--- src/hdl/omc_regs.vh ---
`ifndef OMC_REGS_VH
`define OMC_REGS_VH
// ==========================================
// Register byte offsets
`define OMC_CTRL_ADDR 12'h000
`define OMC_AUTO_SLEEP_ADDR 12'h004
`define OMC_WAKE_CFG_ADDR 12'h008
`define OMC_SLEEP_CFG_ADDR 12'h00c
`define OMC_SCRATCH_ADDR 12'h010
`define OMC_STATUS_ADDR 12'h014
// ==========================================
// Control register fields
`define OMC_CTRL_ACTIVE_BIT 0
`define OMC_CTRL_HIB_EN_BIT 1
`define OMC_CTRL_FUNC_LSB 2
`define OMC_CTRL_FUNC_MSB 3
`define OMC_CTRL_AWS_LSB 4
`define OMC_CTRL_AWS_MSB 7
// ==========================================
// Reset values and the trigger function code
`define OMC_CTRL_RST 32'h00000000
`define OMC_AUTO_SLEEP_RST 32'h00000000
`define OMC_RATE_CFG_RST 32'h00000000
`define OMC_FUNC_TRIG 2'h1
// ==========================================
// Timing (ns and cycles at 4 ns)
`define OMC_CLK_PERIOD_NS 4
`define OMC_BOOT1_NS 1000000
`define OMC_BOOT2_NS 1000000
`define OMC_MOT_HIB_NS 1000000
`define OMC_BOOT1_CYC (`OMC_BOOT1_NS / `OMC_CLK_PERIOD_NS)
`define OMC_BOOT2_CYC (`OMC_BOOT2_NS / `OMC_CLK_PERIOD_NS)
`define OMC_MOT_HIB_CYC ((`OMC_MOT_HIB_NS + `OMC_CLK_PERIOD_NS - 1) / `OMC_CLK_PERIOD_NS)
`define OMC_AUTO_TICK_CYC 250
`endif

--- src/hdl/omc_operating_mode.v ---
`timescale 1ns/1ps
`include "omc_regs.vh"
module omc_operating_mode #(
  parameter BOOT1_CYC = `OMC_BOOT1_CYC,
  parameter BOOT2_CYC = `OMC_BOOT2_CYC,
  parameter MOT_HIB_CYC = `OMC_MOT_HIB_CYC,
  parameter TICK_CYC = `OMC_AUTO_TICK_CYC
) (
  input wire i_sys_clk,
  input wire i_arst_n,
  input wire i_psel,
  input wire i_penable,
  input wire i_pwrite,
  input wire [11:0] i_paddr,
  input wire [31:0] i_pwdata,
  output wire [31:0] o_prdata,
  output wire o_pready,
  output wire o_pslverr,
  input wire i_boot_strap_select,
  input wire i_wake_pin,
  input wire i_motion_detect_pin,
  input wire i_trigger_pin,
  input wire i_wake_event,
  input wire i_meas_done,
  output reg o_meas_start,
  output reg o_sensor_power,
  output reg o_bus_available,
  output reg o_motion_detect_en,
  output reg [2:0] o_mode,
  output reg [7:0] o_rate_setting
);
  // ==========================================
  // States
  localparam [6:0] ST_HIB = 7'h01;
  localparam [6:0] ST_BOOT = 7'h02;
  localparam [6:0] ST_STBY = 7'h04;
  localparam [6:0] ST_WAKE = 7'h08;
  localparam [6:0] ST_SLEEP = 7'h10;
  localparam [6:0] ST_TWAIT = 7'h20;
  localparam [6:0] ST_TMEAS = 7'h40;

  reg [6:0] state_q;
  reg [31:0] ctrl_q;
  reg [31:0] aslp_q;
  reg [31:0] wake_cfg_q;
  reg [31:0] sleep_cfg_q;
  reg [31:0] scratch_q;
  reg [31:0] cnt_q;
  reg [31:0] hold_q;
  reg [31:0] aslp_cnt_q;
  reg [31:0] tick_q;
  reg strap_q;
  reg [31:0] prdata_q;
  reg meas_busy_q;

  wire wake_rise;
  wire wake_fall;
  wire trig_rise;

  omc_edge_det u_wake (
    .i_sys_clk(i_sys_clk),
    .i_arst_n(i_arst_n),
    .i_level(i_wake_pin),
    .o_rise(wake_rise),
    .o_fall(wake_fall)
  );

  omc_edge_det u_trig (
    .i_sys_clk(i_sys_clk),
    .i_arst_n(i_arst_n),
    .i_level(i_trigger_pin),
    .o_rise(trig_rise),
    .o_fall()
  );

  function [2:0] mode_code;
    input [6:0] st;
    begin
      if (st == ST_HIB) begin
        mode_code = 3'h0;
      end else if (st == ST_BOOT) begin
        mode_code = 3'h1;
      end else if (st == ST_STBY) begin
        mode_code = 3'h2;
      end else if (st == ST_WAKE) begin
        mode_code = 3'h3;
      end else if (st == ST_SLEEP) begin
        mode_code = 3'h4;
      end else if (st == ST_TWAIT) begin
        mode_code = 3'h5;
      end else begin
        mode_code = 3'h6;
      end
    end
  endfunction

  // ==========================================
  // APB slave
  wire bus_ok = (state_q != ST_HIB) && (state_q != ST_BOOT);
  wire acc = i_psel & i_penable;
  wire wr = acc & i_pwrite & bus_ok;
  wire [1:0] func = ctrl_q[`OMC_CTRL_FUNC_MSB:`OMC_CTRL_FUNC_LSB];
  wire trig_mode = (func == `OMC_FUNC_TRIG) && !strap_q;
  wire aws_on = (aslp_q[15:0] != 16'h0000);
  wire aws_src = |(ctrl_q[`OMC_CTRL_AWS_MSB:`OMC_CTRL_AWS_LSB]) & i_wake_event;
  wire active_bit = ctrl_q[`OMC_CTRL_ACTIVE_BIT];
  wire boot_done = strap_q ? (cnt_q >= BOOT2_CYC - 1) : (cnt_q >= BOOT1_CYC - 1);
  wire mot_hib = strap_q && (hold_q >= MOT_HIB_CYC - 1) && !i_motion_detect_pin;

  assign o_pready = 1'b1;
  // Access while the bus is unavailable (Hibernate or Boot) reports an error instead of hanging
  assign o_pslverr = acc & ~bus_ok;
  assign o_prdata = prdata_q;

  always @* begin
    prdata_q = 32'h00000000;
    if (!bus_ok) begin
      prdata_q = 32'h00000000;
    end else if (i_paddr == `OMC_CTRL_ADDR) begin
      prdata_q = ctrl_q;
    end else if (i_paddr == `OMC_AUTO_SLEEP_ADDR) begin
      prdata_q = aslp_q;
    end else if (i_paddr == `OMC_WAKE_CFG_ADDR) begin
      prdata_q = wake_cfg_q;
    end else if (i_paddr == `OMC_SLEEP_CFG_ADDR) begin
      prdata_q = sleep_cfg_q;
    end else if (i_paddr == `OMC_SCRATCH_ADDR) begin
      prdata_q = scratch_q;
    end else if (i_paddr == `OMC_STATUS_ADDR) begin
      prdata_q = {28'h0000000, strap_q, mode_code(state_q)};
    end
  end

  // ==========================================
  // Mode sequencer and registers
  always @(posedge i_sys_clk or negedge i_arst_n) begin
    if (!i_arst_n) begin
      state_q <= ST_BOOT;
      ctrl_q <= `OMC_CTRL_RST;
      aslp_q <= `OMC_AUTO_SLEEP_RST;
      wake_cfg_q <= `OMC_RATE_CFG_RST;
      sleep_cfg_q <= `OMC_RATE_CFG_RST;
      scratch_q <= 32'h00000000;
      cnt_q <= 32'h00000000;
      hold_q <= 32'h00000000;
      aslp_cnt_q <= 32'h00000000;
      tick_q <= 32'h00000000;
      strap_q <= 1'b0;
      meas_busy_q <= 1'b0;
      o_meas_start <= 1'b0;
    end else begin
      o_meas_start <= 1'b0;
      // Motion pin low time is measured everywhere so Active can drop out
      // Saturates so a pin held low for a very long time cannot wrap and cancel the drop out
      if (i_motion_detect_pin) begin
        hold_q <= 32'h00000000;
      end else if (hold_q < MOT_HIB_CYC - 1) begin
        hold_q <= hold_q + 32'h00000001;
      end
      if (wr) begin
        if (i_paddr == `OMC_CTRL_ADDR) begin
          ctrl_q <= i_pwdata;
        end else if (i_paddr == `OMC_AUTO_SLEEP_ADDR) begin
          aslp_q <= i_pwdata;
        end else if (i_paddr == `OMC_WAKE_CFG_ADDR) begin
          wake_cfg_q <= i_pwdata;
        end else if (i_paddr == `OMC_SLEEP_CFG_ADDR) begin
          sleep_cfg_q <= i_pwdata;
        end else if (i_paddr == `OMC_SCRATCH_ADDR) begin
          scratch_q <= i_pwdata;
        end
      end
      case (state_q)
        ST_HIB: begin
          // Registers already cleared on entry
          if (!strap_q && (wake_rise || wake_fall)) begin
            state_q <= ST_BOOT;
            cnt_q <= 32'h00000000;
          end else if (strap_q && i_motion_detect_pin) begin
            state_q <= ST_BOOT;
            cnt_q <= 32'h00000000;
          end
        end
        ST_BOOT: begin
          cnt_q <= cnt_q + 32'h00000001;
          if (cnt_q == 32'h00000000) begin
            strap_q <= i_boot_strap_select;
          end
          if (cnt_q != 32'h00000000 && boot_done) begin
            if (strap_q) begin
              state_q <= ST_WAKE;
              ctrl_q[`OMC_CTRL_ACTIVE_BIT] <= 1'b1;
            end else begin
              state_q <= ST_STBY;
            end
          end
        end
        ST_STBY: begin
          if (mot_hib || ctrl_q[`OMC_CTRL_HIB_EN_BIT]) begin
            state_q <= ST_HIB;
          end else if (trig_mode) begin
            state_q <= ST_TWAIT;
          end else if (active_bit) begin
            state_q <= ST_WAKE;
            // Entering Active from Standby restarts the sleep timer state
            aslp_cnt_q <= 32'h00000000;
            tick_q <= 32'h00000000;
          end
        end
        ST_WAKE, ST_SLEEP: begin
          if (mot_hib) begin
            ctrl_q[`OMC_CTRL_ACTIVE_BIT] <= 1'b0;
            state_q <= ST_STBY;
          end else if (!active_bit) begin
            state_q <= ST_STBY;
          end else if (aws_on && aws_src) begin
            state_q <= ST_WAKE;
            aslp_cnt_q <= 32'h00000000;
            tick_q <= 32'h00000000;
          end else if (aws_on && state_q == ST_WAKE) begin
            // Count ticks so the 16-bit count spans long inactivity
            if (tick_q >= TICK_CYC - 1) begin
              tick_q <= 32'h00000000;
              aslp_cnt_q <= aslp_cnt_q + 32'h00000001;
              if (aslp_cnt_q + 32'h00000001 >= {16'h0000, aslp_q[15:0]}) begin
                state_q <= ST_SLEEP;
              end
            end else begin
              tick_q <= tick_q + 32'h00000001;
            end
          end
        end
        ST_TWAIT: begin
          // Clearing the pin function field leaves trigger wait
          if (!trig_mode) begin
            state_q <= ST_STBY;
          end else if (trig_rise) begin
            state_q <= ST_TMEAS;
            o_meas_start <= 1'b1;
            meas_busy_q <= 1'b1;
          end
        end
        ST_TMEAS: begin
          // A measurement in flight always finishes before any mode change
          if (i_meas_done && meas_busy_q) begin
            meas_busy_q <= 1'b0;
            state_q <= ST_TWAIT;
          end
        end
        default: begin
          state_q <= ST_BOOT;
        end
      endcase
      // Entering Hibernate drops everything written by the host
      if (state_q == ST_STBY && (mot_hib || ctrl_q[`OMC_CTRL_HIB_EN_BIT])) begin
        ctrl_q <= `OMC_CTRL_RST;
        aslp_q <= `OMC_AUTO_SLEEP_RST;
        wake_cfg_q <= `OMC_RATE_CFG_RST;
        sleep_cfg_q <= `OMC_RATE_CFG_RST;
        scratch_q <= 32'h00000000;
      end
    end
  end

  // ==========================================
  // Registered outputs
  always @(posedge i_sys_clk or negedge i_arst_n) begin
    if (!i_arst_n) begin
      o_sensor_power <= 1'b0;
      o_bus_available <= 1'b0;
      o_motion_detect_en <= 1'b0;
      o_mode <= 3'h1;
      o_rate_setting <= 8'h00;
    end else begin
      o_mode <= mode_code(state_q);
      o_bus_available <= bus_ok;
      // Sensing in Active (wake and sleep) and while a triggered measurement is running
      o_sensor_power <= (state_q == ST_WAKE) || (state_q == ST_SLEEP) ||
        (state_q == ST_TMEAS);
      o_motion_detect_en <= strap_q && (state_q == ST_WAKE || state_q == ST_SLEEP);
      o_rate_setting <= (state_q == ST_SLEEP) ? sleep_cfg_q[7:0] : wake_cfg_q[7:0];
    end
  end
endmodule

--- src/hdl/omc_edge_det.v ---
`timescale 1ns/1ps
// ==========================================
// Edge detector on a synchronous input
module omc_edge_det (
  input wire i_sys_clk,
  input wire i_arst_n,
  input wire i_level,
  output wire o_rise,
  output wire o_fall
);
  reg prev_q;
  always @(posedge i_sys_clk or negedge i_arst_n) begin
    if (!i_arst_n) begin
      prev_q <= 1'b0;
    end else begin
      prev_q <= i_level;
    end
  end
  assign o_rise = i_level & ~prev_q;
  assign o_fall = ~i_level & prev_q;
endmodule

--- config.mk ---
export PLATFORM = sky130hd
export DESIGN_NAME = omc_operating_mode
export DESIGN_NICKNAME = d
export VERILOG_FILES = /design/src/hdl/omc_operating_mode.v /design/src/hdl/omc_edge_det.v
export VERILOG_INCLUDE_DIRS = /design/src /design/src/hdl
export SDC_FILE = /design/constraint.sdc
export NUM_CORES = 1
export LEC_CHECK = 0
export BUFFER_PORTS_ARGS = -buffer_cell sky130_fd_sc_hd__buf_4
export CAP_MARGIN = 20
export CORE_UTILIZATION = 40
export CTS_CLUSTER_SIZE = 10
export DETAILED_ROUTE_END_ITERATION = 10
export PLACE_DENSITY = 0.56
export SYNTH_ARGS = -nofsm -noshare
export SYNTH_HDL_FRONTEND = slang
export SYNTH_SLANG_ARGS = --single-unit
--- constraint.sdc ---
create_clock -name i_sys_clk -period 3.5 [get_ports i_sys_clk]
set_input_delay 0.7 -clock i_sys_clk [delete_from_list [all_inputs] [get_ports i_sys_clk]]
set_output_delay 0.7 -clock i_sys_clk [all_outputs]
set_load 0.02 [all_outputs]
Word level (Yosys, flattened, before mapping)
Cells that the tools add are included.

Bitwise gates (word level): 12. Mux-type cells: 87. Magnitude comparators: 5. Add/sub/neg operators: 4. Reductions and logical operators: 45. Equal/unequal tests: 36.

Operators with widths (number): two-way mux 32 bit (48); case mux 32 bit (2 select lines) (3); adder 32 x 1 -> 32 bit (second input constant) (4); two-way mux 7 bit (15); greater-or-equal comparator 32 x 18 -> 1 bit (second input constant) (2); case mux 7 bit (6 select lines) (1); greater-or-equal comparator 32 x 16 -> 1 bit (1); greater-or-equal comparator 32 x 8 -> 1 bit (second input constant) (1); zero test 32 bit (1); less-than comparator 32 x 18 -> 1 bit (second input constant) (1); nonzero test 32 bit (1); == test 12 x 4 -> 1 bit (second input constant) (2); == test 12 x 5 -> 1 bit (second input constant) (2); nonzero test 2 bit (10); inequality test 2 bit (second input constant) (9); AND reduction 8 bit (2); nonzero test 16 bit (1); inequality test 5 bit (second input constant) (3); == test 12 x 3 -> 1 bit (second input constant) (1); logical AND 1 bit (12); zero test 12 bit (1); two-way mux 3 bit (4); inequality test 3 bit (second input constant) (4); two-way mux 1 bit (9); other kinds (28) (51).

Logic and storage cells: 210. Bits in registers: 314. Output and inout bits: 49. Input port bits: 55.

Depth between registers and ports, before layout
Depth in word-level cells: 14. Mapped depth: 12. Depth with buffers taken out: 12.

Modules after synthesis
From an unflattened synthesis, not the netlist that was laid out.

Cells, all modules: 1846. Area, all modules: 16188.0 µm².

By module, submodules not included: omc_operating_mode (area an instance 16107.9 µm², instances 1, cells an instance 1840); omc_edge_det (area an instance 40.0 µm², instances 2, cells an instance 3).

Worst setup path before layout
No wires, ideal clock.

Kind: input-to-output. Start: in i_paddr[9]. End: out o_prdata[21]. Stages: 8. Setup slack: 0.039 ns. Data arrival time: 2.761 ns. Path through: nor4_1 nand4_1 nor2_1 and2_1 clkbuf_1 clkbuf_1 a222oi_1 a21oi_1.

Word-level cells in the longest chain between the ends: 7. Elaborated cells on any way between the ends: 11. Classes of those cells: eq/ne (4); mux (6); reduce/logical (1).

Ends and longest elaborated chain: start: declaration (line omc_operating_mode.v:14) `input wire [11:0] i_paddr,`; == test 12 x 5 -> 1 bit (no line); two-way mux 32 bit (line omc_operating_mode.v:127) `` end else if (i_paddr == `OMC_SCRATCH_ADDR) begin ``; two-way mux 32 bit (line omc_operating_mode.v:125) `` end else if (i_paddr == `OMC_SLEEP_CFG_ADDR) begin ``; two-way mux 32 bit (line omc_operating_mode.v:123) `` end else if (i_paddr == `OMC_WAKE_CFG_ADDR) begin ``; two-way mux 32 bit (line omc_operating_mode.v:121) `` end else if (i_paddr == `OMC_AUTO_SLEEP_ADDR) begin ``; two-way mux 32 bit (*) (line omc_operating_mode.v:119) `` end else if (i_paddr == `OMC_CTRL_ADDR) begin ``; two-way mux 32 bit (*) (line omc_operating_mode.v:117) `if (!bus_ok) begin`; end: declaration (line omc_operating_mode.v:16) `output wire [31:0] o_prdata,`.

Every way passes the cells marked *; elsewhere a longest branch is shown, timed or not.

Final worst setup path
Start: reg state_q[1]. End: out o_prdata[1].

Elaborated cells on any way between the ends: 22. Classes of those cells: eq/ne (8); mux (13); reduce/logical (1).

RTL lines: start: declaration (line omc_operating_mode.v:42) `reg [6:0] state_q;`; start signal: assignment (line omc_operating_mode.v:138) `state_q <= ST_BOOT;`; start signal: assignment (line omc_operating_mode.v:177) `state_q <= ST_BOOT;`; start signal: assignment (line omc_operating_mode.v:180) `state_q <= ST_BOOT;`; inequality test 7 x 1 -> 1 bit or inequality test 7 x 2 -> 1 bit (tied branches) (line omc_operating_mode.v:99) `wire bus_ok = (state_q != ST_HIB) && (state_q != ST_BOOT);`; logical AND 1 bit (*) (line omc_operating_mode.v:99); via bus_ok (line omc_operating_mode.v:99); two-way mux 32 bit (*) (line omc_operating_mode.v:117).

The timed path passes the listed nets; every way through them passes the cells marked *.

==> results summary <==
The achievable clock frequency is between 0.2 and 0.3 GHz. The fill cell instance count of the final layout is between 3k and 4k. The starting DRC count in detailed routing came out at roughly 1.2k. In this run the critical register-to-register path is captured at state_q[3]$_DFFE_PN0P_. The area growth from synthesis to layout came out at 18.2%.

The number of antenna diodes in the final layout is 0. The worst slew margin relative to its limit is ~42%. Cells fill a little under half of the core in the end. The clock tree synthesis step divided the H-tree into 2 levels.

The top-level I/O count is roughly 100. In the routed design, unresolved DRC markers number 0. The critical path is of the register to primary output type. The via-per-instance ratio is 5.56. The floorplan step set the die width to roughly 200 um. The smallest clock period supported by the final layout is computed as approximately 3.3 ns.

The via count of the first global-routing pass was 13.4k. The largest buffer count on any clock path is 3. The total count of hold-check failures in the final report came out at 0.

The area enclosed by the die boundary is between 40000 and 50000 sq um. The class of the worst hold path is input pin to async pin. The area occupied by multi-input gates came out at 7710 sq um. The number of antenna violations at the first check in global routing came out at 0.

In the final layout, the share of cells above drive strength 1 is 15.9%. Synthesis inferred around 310 register bits. The clock-pin slew on the worst setup and hold paths came out at ~0.060 ns. The leakage power of the design is ~0.0083 uW.

The antenna violation net count after detailed routing is 0. The first global-routing pass estimated 74.0 mm of wire. TritonCTS built the clock tree.

The total via count in the routed design came out at approximately 14k. The area inside the core boundary is 39700 sq um. Setup repair after global routing could not meet its margin everywhere. The number of search-and-repair iterations in the first detailed-routing pass came out at 6. The synthesized netlist occupies a cell area of 16100 sq um.

The worst reg-to-reg setup slack is between 0.15 and 0.2 ns. In the layout the commonest cells are sky130_fd_sc_hd__nand2_1 (446), sky130_fd_sc_hd__dfrtp_1 (309), sky130_fd_sc_hd__a21oi_1 (221). The net count of the mapped netlist is about 1.9k. The startpoint identified for the worst register-to-register timing path is aslp_cnt_q[0]$_DFFE_PN0P_. The power per standard cell area came out at around 490 nW/um^2. Dividing the detail-routed wire length by the instance count gives 18.4 um. The element type at the critical path start is a register.

The slew at the pin closest to its max-slew limit is approximately 0.85 ns. The most common cell after layout, fill and taps aside is sky130_fd_sc_hd__nand2_1. The number of setup violations in the final report came out at 0.

The placement row count came out at between 70 and 80. The hold-fix buffer count after cts came out at 0. The final clock period utilization by the worst path is 95.4%. Measured along the y axis, the die boundary spans around 200 um. The run finished with clean final reports. The initial standard-cell utilization of the core is 40.5%.

The final count of pins violating max slew came out at 0. In this run, synthesis inferred 0 flip-flops with an integrated enable. The yosys synthesis warning count came out at 0. The largest net degree at the start of global routing is between 80 and 90. Counting every sink on the clock net gives about 310. The synthesized instance count came out at ~1.8k. The highest fanout seen on the critical path is 5. At the worst endpoint, the arrival time is 2.64 ns. The average instance area after synthesis came out at just under 9 sq um. The number of cells on the worst reg-to-reg path is 12.

The number of I/O port buffers came out at 102. The clock latency on the worst-skew pair is about 0.55 ns. Across the run, the number of max-cap violations was 0. VDD sags by at most about 0.27 mV.

The final weighted congestion in routability-driven placement came out at ~0.86. After the last flow step, the layout net total stands at 2013. The total routing resource utilization after global routing is a little under a quarter.

The share of synthesized flip-flops with an asynchronous set or reset came out at 100%. The sequential cell area came out at 7860 sq um. The clock tree root driver cell is sky130_fd_sc_hd__clkbuf_16. The total length of routed wires is around 46 mm.

Buffers inserted during clock tree synthesis total 38. The count of cell types in the netlist came out at 80. The post-DP HPWL came out at 29.5 mm.

The dominant synthesized flop cell is sky130_fd_sc_hd__dfrtp_1. The final worst hold slack came out at ~0.16 ns. The maximum clock skew at final layout is around 0.013 ns.

The worst setup path is captured at a primary output. The sequential cell area fraction in the yosys report came out at ~50%. The aggregate global routing overflow is 0. The data required time at the worst endpoint came out at 2.80 ns.
## report_power, final
part	internal, uW	leakage [uW]	switching, uW
clock network	2230	0.000560	1490
registers	3750	0.00429	119
logic	619	0.00347	1140
## cell usage after synthesis (3+ instances only)
cell / count / area share [%]
sky130_fd_sc_hd__o41ai_1: 7 / 0.38
sky130_fd_sc_hd__nor3b_1: 3 / 0.14
sky130_fd_sc_hd__nor2_1: 124 / 2.9
sky130_fd_sc_hd__nand3_1: 47 / 1.5
sky130_fd_sc_hd__o21ai_1: 15 / 0.47
sky130_fd_sc_hd__a21o_1: 6 / 0.28
sky130_fd_sc_hd__mux2i_1: 14 / 0.87
sky130_fd_sc_hd__a31oi_1: 22 / 0.86
sky130_fd_sc_hd__nand2b_1: 13 / 0.51
sky130_fd_sc_hd__ha_1: 23 / 1.8
sky130_fd_sc_hd__nor4_1: 24 / 0.93
sky130_fd_sc_hd__a41oi_1: 4 / 0.22
sky130_fd_sc_hd__nand2_1: 446 / 10
sky130_fd_sc_hd__and2_1: 10 / 0.39
sky130_fd_sc_hd__a222oi_1: 27 / 1.7
sky130_fd_sc_hd__clkbuf_1: 91 / 2.1
sky130_fd_sc_hd__o21ai_0: 67 / 2.1
sky130_fd_sc_hd__o22ai_1: 5 / 0.19
sky130_fd_sc_hd__and4_1: 11 / 0.60
sky130_fd_sc_hd__dfrtp_1: 312 / 49
sky130_fd_sc_hd__or3_1: 9 / 0.35
sky130_fd_sc_hd__nor4b_1: 4 / 0.22
sky130_fd_sc_hd__inv_1: 31 / 0.72
sky130_fd_sc_hd__nor4_4: 3 / 0.40
sky130_fd_sc_hd__o211ai_1: 8 / 0.37
sky130_fd_sc_hd__or2_2: 3 / 0.12
sky130_fd_sc_hd__and3_1: 33 / 1.3
sky130_fd_sc_hd__buf_1: 5 / 0.12
sky130_fd_sc_hd__nor2b_1: 18 / 0.70
sky130_fd_sc_hd__xor2_1: 20 / 1.1
sky130_fd_sc_hd__nor3_1: 17 / 0.53
sky130_fd_sc_hd__o31ai_1: 21 / 0.98
sky130_fd_sc_hd__xnor2_1: 23 / 1.3
sky130_fd_sc_hd__mux2_2: 39 / 2.7
sky130_fd_sc_hd__nand4_1: 25 / 0.97
sky130_fd_sc_hd__buf_2: 13 / 0.40
sky130_fd_sc_hd__a21oi_1: 222 / 6.9
sky130_fd_sc_hd__or4_1: 11 / 0.51
## stage by stage
stage / cell area [sq um] / instances / TNS (ns) / power [uW] / worst slack (ns)
final: 19000 / 2477 / 0 / 9350 / 0.162
after floorplan: 16100 / 1828 / 0 / 4950 / 0.0393
after global placement: 17800 / 2412 / 0 / 5640 / 0.198
after detailed placement: 17800 / 2413 / 0 / 5660 / 0.114
after global routing: 19000 / 2477 / -0.00341 / 9770 / -0.00341
after CTS: 18900 / 2472 / 0 / 9440 / 0.0124
## per-layer routing
layer	up-vias	GRT usage, %	part of all wire [%]
met5	-	0	0
met4	0	5.99	1.8
met3	56	3.68	5.3
met2	339	36.2	47
met1	6756	31.6	46
li1	6621	-	-
## sequential cells by signal, summed over array words and instances (netlist names)
register	flops
ctrl_q	32
aslp_cnt_q	32
o_bus_available	1
wake_cfg_q	32
strap_q	1
aslp_q	32
tick_q	32
o_mode	3
o_motion_detect_en	1
sleep_cfg_q	32
u_wake.prev_q	1
u_trig.prev_q	1
meas_busy_q	1
o_rate_setting	8
o_meas_start	1
state_q	7
hold_q	32
cnt_q	32
scratch_q	32
o_sensor_power	1
## worst max-delay path: stages, from the launching register on
cell and delay [ns]:
sky130_fd_sc_hd__dfstp_2 0.58, sky130_fd_sc_hd__xor2_1 0.07, sky130_fd_sc_hd__and3_1 0.22, sky130_fd_sc_hd__inv_2 0.14, sky130_fd_sc_hd__and3_4 0.22, sky130_fd_sc_hd__nand2_1 0.07
sky130_fd_sc_hd__a21oi_1 0.15, sky130_fd_sc_hd__o32ai_1 0.10, sky130_fd_sc_hd__a221oi_1 0.25, sky130_fd_sc_hd__buf_4 0.17, sky130_fd_sc_hd__buf_4 0.14
## worst max path at each step
stage	depth (start not counted)	slack [ns]	end	startpoint
floorplan	8	0.04	o_prdata[21]	i_paddr[9]
global placement	12	0.20	state_q[4]$_DFFE_PN0P_	aslp_cnt_q[0]$_DFFE_PN0P_
detailed placement	13	0.11	state_q[4]$_DFFE_PN0P_	aslp_cnt_q[0]$_DFFE_PN0P_
CTS	10	0.01	o_prdata[1]	state_q[3]$_DFFE_PN0P_
global route	10	-0.003	o_prdata[1]	state_q[2]$_DFFE_PN0P_
finish	10	0.16	o_prdata[1]	state_q[1]$_DFFE_PN1P_
## cells by family after synthesis
logic type	count (synthesis)	synth area share (%)
AOI/OAI and AO/OA	432	16.2
adders and majority gates	23	1.79
other	1	0.0233
and+or+nand+nor	815	23.4
buffers and inverters	145	3.63
muxes	55	3.74
DFF	314	48.9
xor gates and xnor gates	43	2.34
## final cells by class
cell class | instances | share of cell area, %
timing repair buffer | 181 | 7.98
inverter | 31 | 0.612
clock buffer | 57 | 6.03
sequential | 314 | 41.4
multi-input combinational | 1369 | 40.6
tap | 525 | 3.46
## repair_timing
action	in CTS	in global routing
setup endpoints to repair	1	6
cloned	0	0
setup buffers	2	5
pin swaps	0	3
resized for setup	2	9
No activity file was read; power rests on OpenSTA's default activity.
